$ cat config.mk
export PLATFORM = sky130hd
export DESIGN_NAME = odd_top
export DESIGN_NICKNAME = d
export VERILOG_FILES = /design/src/hdl/odd_pkg.sv /design/src/hdl/odd_top.sv /design/src/hdl/odd_drv_ctl.sv
export SDC_FILE = /design/constraint.sdc
export NUM_CORES = 1
export LEC_CHECK = 0
export BUFFER_PORTS_ARGS = -buffer_cell sky130_fd_sc_hd__buf_4
export CAP_MARGIN = 20
export CORE_MARGIN = 5
export CORE_UTILIZATION = 60
export DETAILED_ROUTE_END_ITERATION = 8
export PLACE_DENSITY_LB_ADDON = 0.1
export SLEW_MARGIN = 40
export SYNTH_ARGS = -nofsm -noshare
export SYNTH_HDL_FRONTEND = slang
export SYNTH_SLANG_ARGS = --single-unit
$ cat constraint.sdc
create_clock -name mclk -period 4.3 [get_ports mclk]
set_clock_uncertainty 0.15 [all_clocks]
set_input_delay 0.215 -clock mclk [delete_from_list [all_inputs] [get_ports mclk]]
set_output_delay 0.215 -clock mclk [all_outputs]
set_load 0.01 [all_outputs]
$ cat src/hdl/odd_pkg.sv
package odd_pkg;
  // Outputs in order: first aux, outputs 0 to 9, last aux
  localparam int N_OUT = 12;
  localparam int N_LOOP = 4;
  localparam int REGS_PER_OUT = 5;
  localparam int N_CFG = N_OUT * REGS_PER_OUT;
  localparam int ADDR_W = 12;
  localparam int IDX_W = 10;
  // Register indices; byte address is four times the index
  localparam logic [IDX_W-1:0] IDX_CFG_BASE = 10'h103;
  localparam logic [IDX_W-1:0] IDX_CFG_LAST = 10'h13E;
  localparam logic [IDX_W-1:0] IDX_FORCE_LO = 10'h13F;
  localparam logic [IDX_W-1:0] IDX_FORCE_HI = 10'h140;
  localparam logic [IDX_W-1:0] IDX_ALARM_MSK = 10'h141;
  localparam logic [IDX_W-1:0] IDX_LOCK_MSK = 10'h142;
  localparam logic [IDX_W-1:0] IDX_STATUS = 10'h150;
  // Register positions inside one output group
  localparam int GRP_CTRL = 0;
  localparam int GRP_FORMAT = 1;
  localparam int GRP_DIS_SRC = 4;
  // Field positions
  localparam int CTRL_PDN_BIT = 0;
  localparam int CTRL_OE_BIT = 1;
  localparam int DIS_LEVEL_LSB = 4;
  localparam int ALARM_MSK_BIT = 1;
  localparam int REF_LOSS_MSK_BIT = 6;
  localparam int FORCE_LO_W = 8;
  localparam int FORCE_HI_W = 4;
  localparam int STAT_FAULT_BIT = 31;
  localparam int STAT_SYNC_LSB = 16;
  // Disabled-level codes
  localparam logic [1:0] DIS_LEVEL_LOW = 2'h0;
  localparam logic [1:0] DIS_LEVEL_HIGH = 2'h1;
  // Reset values
  localparam logic [7:0] CFG_RESET = 8'h00;
  localparam logic [7:0] FORCE_LO_RESET = 8'h00;
  localparam logic [3:0] FORCE_HI_RESET = 4'h0;
  localparam logic [7:0] ALARM_MSK_RESET = 8'h00;
  localparam logic [3:0] LOCK_MSK_RESET = 4'h0;
endpackage

$ cat src/hdl/odd_top.sv
// Added by the designer: the APB interface to the registers.
`timescale 1ns/1ps
`default_nettype none
module odd_top
  import odd_pkg::*;
(
  input wire logic mclk,
  input wire logic rst_b,
  input wire logic psel,
  input wire logic penable,
  input wire logic pwrite,
  input wire logic [odd_pkg::ADDR_W-1:0] paddr,
  input wire logic [31:0] pwdata,
  input wire logic [3:0] pstrb,
  output logic [31:0] prdata,
  output logic pready,
  output logic pslverr,
  input wire logic alarm,
  input wire logic crystal_ref_loss,
  input wire logic [odd_pkg::N_LOOP-1:0] loop_unlocked,
  output logic [odd_pkg::N_OUT-1:0] drv_active,
  output logic [odd_pkg::N_OUT-1:0] drv_hold_high
);
  import odd_pkg::*;

  // Fault synchronisers
  logic [N_LOOP+1:0] sync1_reg;
  logic [N_LOOP+1:0] sync2_reg;
  logic [N_LOOP+1:0] sync1_next;
  logic [N_LOOP+1:0] sync2_next;

  always_comb begin
    sync1_next = {alarm, crystal_ref_loss, loop_unlocked};
    sync2_next = sync1_reg;
  end

  always_ff @(posedge mclk or negedge rst_b) begin
    if (!rst_b) begin
      sync1_reg <= '0;
      sync2_reg <= '0;
    end else begin
      sync1_reg <= sync1_next;
      sync2_reg <= sync2_next;
    end
  end

  logic alarm_s;
  logic ref_loss_s;
  logic [N_LOOP-1:0] unlocked_s;
  assign alarm_s = sync2_reg[N_LOOP+1];
  assign ref_loss_s = sync2_reg[N_LOOP];
  assign unlocked_s = sync2_reg[N_LOOP-1:0];

  // Register file
  logic [7:0] cfg_reg [N_CFG];
  logic [7:0] cfg_next [N_CFG];
  logic [FORCE_LO_W-1:0] force_lo_reg;
  logic [FORCE_LO_W-1:0] force_lo_next;
  logic [FORCE_HI_W-1:0] force_hi_reg;
  logic [FORCE_HI_W-1:0] force_hi_next;
  logic [7:0] alarm_msk_reg;
  logic [7:0] alarm_msk_next;
  logic [N_LOOP-1:0] lock_msk_reg;
  logic [N_LOOP-1:0] lock_msk_next;

  logic [IDX_W-1:0] idx;
  logic [IDX_W-1:0] cfg_off;
  logic in_cfg;
  logic hit;
  logic wr_en;
  assign idx = paddr[ADDR_W-1:2];
  assign cfg_off = idx - IDX_CFG_BASE;
  // Groups sit back to back, the last aux group ends the range
  assign in_cfg = (idx >= IDX_CFG_BASE) && (idx <= IDX_CFG_LAST);
  assign hit = (paddr[1:0] == 2'h0) &&
               (in_cfg || idx == IDX_FORCE_LO || idx == IDX_FORCE_HI ||
                idx == IDX_ALARM_MSK || idx == IDX_LOCK_MSK ||
                idx == IDX_STATUS);
  // Only the low byte lane carries register data
  assign wr_en = psel & penable & pwrite & hit & pstrb[0];

  always_comb begin
    for (int i = 0; i < N_CFG; i++) begin
      cfg_next[i] = cfg_reg[i];
    end
    force_lo_next = force_lo_reg;
    force_hi_next = force_hi_reg;
    alarm_msk_next = alarm_msk_reg;
    lock_msk_next = lock_msk_reg;
    if (wr_en) begin
      if (in_cfg) begin
        cfg_next[cfg_off[5:0]] = pwdata[7:0];
      end
      if (idx == IDX_FORCE_LO) begin
        force_lo_next = pwdata[FORCE_LO_W-1:0];
      end
      if (idx == IDX_FORCE_HI) begin
        force_hi_next = pwdata[FORCE_HI_W-1:0];
      end
      if (idx == IDX_ALARM_MSK) begin
        alarm_msk_next = 8'h00;
        alarm_msk_next[ALARM_MSK_BIT] = pwdata[ALARM_MSK_BIT];
        alarm_msk_next[REF_LOSS_MSK_BIT] = pwdata[REF_LOSS_MSK_BIT];
      end
      if (idx == IDX_LOCK_MSK) begin
        lock_msk_next = pwdata[N_LOOP-1:0];
      end
    end
  end

  always_ff @(posedge mclk or negedge rst_b) begin
    if (!rst_b) begin
      for (int i = 0; i < N_CFG; i++) begin
        cfg_reg[i] <= CFG_RESET;
      end
      force_lo_reg <= FORCE_LO_RESET;
      force_hi_reg <= FORCE_HI_RESET;
      alarm_msk_reg <= ALARM_MSK_RESET;
      lock_msk_reg <= LOCK_MSK_RESET;
    end else begin
      for (int i = 0; i < N_CFG; i++) begin
        cfg_reg[i] <= cfg_next[i];
      end
      force_lo_reg <= force_lo_next;
      force_hi_reg <= force_hi_next;
      alarm_msk_reg <= alarm_msk_next;
      lock_msk_reg <= lock_msk_next;
    end
  end

  // Per-output fields and the shared fault decision
  logic [N_OUT-1:0] force_vec;
  logic [N_OUT-1:0] oe_vec;
  logic [N_OUT-1:0] pdn_vec;
  logic [1:0] level_vec [N_OUT];
  logic fault_any;

  // Bit order gives aux0, out0..out9, aux9 as one ascending vector
  assign force_vec = {force_hi_reg, force_lo_reg};

  always_comb begin
    for (int i = 0; i < N_OUT; i++) begin
      oe_vec[i] = cfg_reg[i*REGS_PER_OUT + GRP_CTRL][CTRL_OE_BIT];
      pdn_vec[i] = cfg_reg[i*REGS_PER_OUT + GRP_CTRL][CTRL_PDN_BIT];
      level_vec[i] =
        cfg_reg[i*REGS_PER_OUT + GRP_FORMAT][DIS_LEVEL_LSB +: 2];
    end
  end

  always_comb begin
    fault_any = (alarm_s & ~alarm_msk_reg[ALARM_MSK_BIT]) |
                (ref_loss_s & ~alarm_msk_reg[REF_LOSS_MSK_BIT]) |
                (|(unlocked_s & ~lock_msk_reg));
  end

  for (genvar g = 0; g < N_OUT; g++) begin : g_drv
    odd_drv_ctl u_drv (
      .mclk(mclk),
      .rst_b(rst_b),
      .out_enable(oe_vec[g]),
      .power_down(pdn_vec[g]),
      .force_active(force_vec[g]),
      .fault(fault_any),
      .dis_level(level_vec[g]),
      .drv_active(drv_active[g]),
      .drv_hold_high(drv_hold_high[g])
    );
  end

  // Read path: data is captured in the setup cycle so the access phase
  // completes at once with a stable registered answer
  logic [31:0] rdata_reg;
  logic [31:0] rdata_next;
  logic err_reg;
  logic err_next;
  logic [31:0] rd_val;

  always_comb begin
    rd_val = 32'h0000_0000;
    if (in_cfg) begin
      rd_val[7:0] = cfg_reg[cfg_off[5:0]];
    end else if (idx == IDX_FORCE_LO) begin
      rd_val[FORCE_LO_W-1:0] = force_lo_reg;
    end else if (idx == IDX_FORCE_HI) begin
      rd_val[FORCE_HI_W-1:0] = force_hi_reg;
    end else if (idx == IDX_ALARM_MSK) begin
      rd_val[7:0] = alarm_msk_reg;
    end else if (idx == IDX_LOCK_MSK) begin
      rd_val[N_LOOP-1:0] = lock_msk_reg;
    end else if (idx == IDX_STATUS) begin
      rd_val[N_OUT-1:0] = drv_active;
      rd_val[STAT_SYNC_LSB +: N_LOOP+2] = sync2_reg;
      rd_val[STAT_FAULT_BIT] = fault_any;
    end
  end

  always_comb begin
    rdata_next = rdata_reg;
    err_next = err_reg;
    if (psel && !penable) begin
      rdata_next = (hit && !pwrite) ? rd_val : 32'h0000_0000;
      err_next = ~hit;
    end
  end

  always_ff @(posedge mclk or negedge rst_b) begin
    if (!rst_b) begin
      rdata_reg <= 32'h0000_0000;
      err_reg <= 1'b0;
    end else begin
      rdata_reg <= rdata_next;
      err_reg <= err_next;
    end
  end

  assign prdata = rdata_reg;
  assign pready = 1'b1;
  assign pslverr = psel & penable & err_reg;
endmodule
`default_nettype wire

$ cat src/hdl/odd_drv_ctl.sv
`timescale 1ns/1ps
`default_nettype none
module odd_drv_ctl
  import odd_pkg::*;
(
  input wire logic mclk,
  input wire logic rst_b,
  input wire logic out_enable,
  input wire logic power_down,
  input wire logic force_active,
  input wire logic fault,
  input wire logic [1:0] dis_level,
  output logic drv_active,
  output logic drv_hold_high
);
  logic active_next;
  logic hold_next;

  always_comb begin
    // Force keeps the driver up through faults, not through power down
    active_next = out_enable & ~power_down & (~fault | force_active);
    // Reserved codes fall back to low so an idle pin never floats high
    hold_next = (dis_level == DIS_LEVEL_HIGH);
  end

  always_ff @(posedge mclk or negedge rst_b) begin
    if (!rst_b) begin
      drv_active <= 1'b0;
      drv_hold_high <= 1'b0;
    end else begin
      drv_active <= active_next;
      drv_hold_high <= hold_next;
    end
  end
endmodule
`default_nettype wire

Word level (Yosys, flattened, before mapping). Cells that the tools add are included.

Add/sub/neg operators: 1. $mul: 0. Divide/modulo/power cells: 0. Magnitude comparators: 4. Eq/ne operators: 17. Shifts and indexed selects: 0. Muxes and demuxes: 35. Bitwise logic cells: 64. Reductions and logical operators: 19.

Operator list (number): 480-bit bitwise mux (1); 12-bit two-way mux (6); 8-bit two-way mux (8); 10-bit by 9-bit equality test with 1-bit output, second input constant (5); 8-bit binary-select mux with 6-bit select (1); 8-bit demux with 6-bit select (1); 6-bit two-way mux (6); 32-bit two-way mux (1); 1-bit bitwise AND (31); 2-bit by 1-bit equality test with 1-bit output, second input constant (12); 4-bit two-way mux (5); 1-bit NOT (16); 1-bit OR (14); 10-bit by 9-bit greater-or-equal comparator with 1-bit output, second input constant (1); 10-bit by 9-bit <= comparator with 1-bit output, second input constant (1); 2-bit AND reduction (5); 7-bit greater-or-equal comparator, second input constant (1); 7-bit by 1-bit < comparator with 1-bit output, second input constant (1); 6-bit NOT with 7-bit output (1); 1-bit two-way mux (6); 6-bit by 2-bit subtractor with 6-bit output, second input constant (1); 1-bit logical AND (5); 1-bit logical OR (5); 4-bit bitwise AND (1); 4 further kinds (5).

Bits in registers: 567. Bits in latches: 0. RAM bits: 0. Bits in read-only memories: 0. Bits of input ports: 59. Output and inout port bits: 58. Word-level logic and storage cells: 232. Memories: 0.

Logic depth before layout (Yosys ltp).
Word-level depth: 13. Depth in mapped cells: 14. Mapped depth without buffers: 9.

Hierarchy. A second synthesis with hierarchy kept.

Cells, all modules: 2035. Area, all modules: 25787.2 um^2.

Modules (own cells, without submodules): odd_top (instances 1, cells each 1975, area each 24796.3 um^2, seq. area each 13262.7 um^2); odd_drv_ctl (instances 12, cells each 5, area each 82.6 um^2, seq. area each 50.0 um^2).

Worst setup path after synthesis. Ideal clock, no wire load.

Path kind: input port to flip-flop. Start point: input port paddr[2] in the netlist's numbering. End point: register cfg_reg[168] in the netlist's numbering. Arrival time: 2.959 ns. Data required time: 4.025 ns. Setup slack: 1.066 ns. Cell stages on the path: 11. Buffers on the path: 6. Path through: buf_2 > buf_2 > inv_1 > clkbuf_1 > ha_1 > buf_2 > clkbuf_1 > buf_1 > nand3_1 > nor2_2 > mux2_2.

Longest elaborated chain between the ends: 11. Elaborated cells between the ends (all ways): 25. Those cells by class: 1 x add/sub; 4 x order compare; 5 x eq/ne; 3 x mux; 3 x bitwise; 9 x reduce/logical.

RTL lines: start: declaration (line odd_top.sv:12) `input wire logic [odd_pkg::ADDR_W-1:0] paddr,`; parallel branches: the longest is 11 deep, another holds 7-bit greater-or-equal comparator; end signal: indexed assignment (line odd_top.sv:122) `cfg_reg[i] <= cfg_next[i];`; end: declaration (line odd_top.sv:55) `logic [7:0] cfg_reg [N_CFG];`.

Several ways; the timed one is not identified. A chain may end at the register's enable or synchronous reset.

Worst setup path after layout.
Start point: input port paddr[2] in the netlist's numbering. End point: register rdata_reg[1], in the netlist prdata[1].

Longest elaborated chain between the ends: 13. Elaborated cells between the ends (all ways): 32. Those cells by class: 1 x add/sub; 2 x order compare; 5 x eq/ne; 15 x mux; 1 x bitwise; 8 x reduce/logical.

RTL lines: parallel branches: the longest is 12 deep, another holds 6-bit by 2-bit subtractor with 6-bit output; 32-bit two-way mux (*) (line odd_top.sv:201) `rdata_next = (hit && !pwrite) ? rd_val : 32'h0000_0000;`; end signal: assignment (line odd_top.sv:211) `rdata_reg <= rdata_next;`; end: declaration (line odd_top.sv:172) `logic [31:0] rdata_reg;`.

Every way passes the cells marked *. The select of a mux whose other input is x is not followed.

==> impl_metrics.json <==
{
  "routed_wl_microns": 70100,
  "synthCells": 1957,
  "initial_utilization": 0.610,
  "nets": 2048,
  "firstDrtPassIters": 5,
  "final_antenna_net_count": 0,
  "cp.required_ps": 4700,
  "largest_reg_flops": 480,
  "grt_use_total": 0.300,
  "ys_types": 70,
  "die-area_sq_um": 47100,
  "maxSlewHeadroom": 0.381,
  "report.final.slew_viol_count": 0,
  "post-cts-setup-buffers": 0,
  "drive_gt1_frac": 0.410,
  "async_flop_share": 1.00,
  "via_per_inst": 6.52,
  "critPathKind": "input port to register",
  "core-area_sq_um": 42200,
  "io_pins": 117,
  "start_kind": "input port",
  "gp_routability_congestion": 0.928,
  "grt_max_degree": 119,
  "max-cap-violations": 0,
  "cts_buffers": 56,
  "period_share": 0.766,
  "worst_slew_pin_slew_ps": 924,
  "critPathMaxStageDelay_ps": 570,
  "p_leak_uw": 0.0137,
  "synth_warnings": 0,
  "synth_seq_area_share": 0.539,
  "port_buffers": 75,
  "cp_slowest_cell": "dlygate4sd3_1",
  "root_buffer": "clkbuf_16",
  "path_cells": "clkbuf_8, ha_1, xnor2_4, buf_12, buf_4, nor3_1, a211oi_1, o221ai_1, a32oi_1, nand4_1, a22oi_1, dlygate4sd3_1",
  "placed_cell_area_sq_um": 26700,
  "tns_ps": 0,
  "design_area_sq_um": 28700,
  "die_y_microns": 217,
  "rows": 75,
  "cts.sinks": 554,
  "dr.first_iter.drc_count": 1761,
  "drc_errors": 0,
  "hold_buffers": 12,
  "cts_tree": "built",
  "timing.fmax_mhz": 304,
  "die_x_microns": 217,
  "grt_pass1_vias": 17166,
  "syn-cell-area_sq_um": 25700,
  "cts_buffer_depth": 3,
  "crit_fanout": 38,
  "grt_overflow": 0,
  "post-route-min-period_ps": 3290,
  "antenna_found_initial": 0,
  "finalSetupViolations": 0,
  "crit_arrival_ps": 3690,
  "rsz0062_at_grt": "no",
  "htreeDepth": 2,
  "status": "finished, final reports clean",
  "wl_per_cell_microns": 27.3,
  "end_kind": "register",
  "hold_viol": 0,
  "min_path_type": "input port to register",
  "grt_pass1_wl_microns": 108000,
  "powerDensity_nw_per_um2": 385,
  "dr_total_vias": 16752,
  "ir_drop_v": 0.000281,
  "ys_ff_latch": 554,
  "clk_latency_ps": 620,
  "clk_pin_slew_ps": 60,
  "cts_resized": 0,
  "synth-edff-count": 0,
  "ys.flop_type": "dfrtp_1",
  "area_growth_pct": 11.7,
  "dpl.hpwl_microns": 44000,
  "syn_avg_cell_area_sq_um": 13.2
}
-- cells in the final DEF, fill, tap and decap left out, drive strengths merged, types with 18 or more instances in the layout --
master / n
a21oi: 36
buf: 114
clkbuf: 83
dfrtp: 554
mux2: 501
mux2i: 25
mux4: 64
nand2: 136
nand3: 34
nor2: 98
nor2b: 18
nor3: 64
o21ai: 40
o22ai: 18
-- layer usage --
metal  vias up  wire (microns)  track usage
li1       7173               -            -
met1      8738           29100        0.426
met2       676           32000        0.453
met3       165            6150       0.0784
met4         0            2810        0.108
met5         -               0            0
-- cells in the mapped netlist (19+ instances only) --
| master | n | area, sq um |
|---|---|---|
| nand2_2 | 19 | 119 |
| buf_2 | 22 | 110 |
| nor2_1 | 61 | 229 |
| a21oi_1 | 36 | 180 |
| dfrtp_1 | 554 | 13900 |
| nor2_2 | 37 | 231 |
| mux2i_1 | 25 | 250 |
| buf_4 | 42 | 315 |
| clkbuf_1 | 88 | 330 |
| nor3_1 | 62 | 310 |
| nand3_1 | 34 | 170 |
| o21ai_0 | 40 | 200 |
| mux2_2 | 495 | 5570 |
| mux4_2 | 64 | 1440 |
| nand2_1 | 117 | 439 |
-- power breakdown --
part           internal, uW  leakage (uW)  total (uW)  switching (uW)
Combinational           242       0.00513         905             663
Sequential             5220       0.00771        5230            5.22
Clock                  2900      0.000905        4930            2040
-- worst max-delay path: cells and delay by family --
kind            cells  cell delay (ps)
compound gates      4             1140
xor+xnor            1              420
buf+inv             4             1240
simple gates        2              240
fa+ha+maj           1              390
-- worst paths after layout --
| path | start | endpoint | slack (ps) | cells past startpoint |
|---|---|---|---|---|
| worst max-delay path | paddr[2] | prdata[1]$_DFFE_PN0P_ | 1010 | 12 |
| max in group asynchronous | rst_b | cfg_reg[265]$_DFFE_PN0P_ | 2930 | 4 |
| worst min-delay path | psel | err_reg$_DFFE_PN0P_ | 20 | 4 |
| worst max register to register | cfg_reg[273]$_DFFE_PN0P_ | prdata[1]$_DFFE_PN0P_ | 1680 | 7 |
| min in group asynchronous | rst_b | sync1_reg[5]$_DFF_PN0_ | 90 | 3 |
| worst min register to register | sync1_reg[3]$_DFF_PN0_ | sync2_reg[3]$_DFF_PN0_ | 200 | 0 |
-- final cells by class --
type / count / area (sq um)
Antenna cell: 2 / 5.00
Clock buffer: 82 / 1580
Clock inverter: 18 / 263
Fill cell: 2996 / 13500
Inverter: 15 / 56.3
Multi-Input combinational cell: 1232 / 11100
Sequential cell: 554 / 13900
Tap cell: 539 / 674
Timing Repair Buffer: 126 / 1160
-- through the flow --
stage	cells	setup WS, ps	total power, uW	hold slack, ps	util
6_report	2568	1010	11100	24.3	0.681
5_1_grt	2566	860	11400	36.8	0.681
4_1_cts	2565	1130	11100	5.63	0.680
2_1_floorplan	1969	1070	5780	-231	-
3_3_place_gp	2452	473	6190	176	0.632
3_5_place_dp	2453	478	6200	-28.0	0.633
-- logic make-up (layout without fill, tap and decap cells) --
| family | count (synthesis) | after routing | synth area share |
|---|---|---|---|
| compound gates | 214 | 214 | 0.0594 |
| xor+xnor | 9 | 9 | 0.00335 |
| fa+ha+maj | 4 | 4 | 0.00194 |
| buf+inv | 183 | 241 | 0.0339 |
| flops | 554 | 554 | 0.539 |
| mux | 590 | 590 | 0.285 |
| other cells | 2 | 16 | 0.000292 |
| simple gates | 401 | 401 | 0.0776 |
Note: power is estimated with default switching activity, not from simulation.
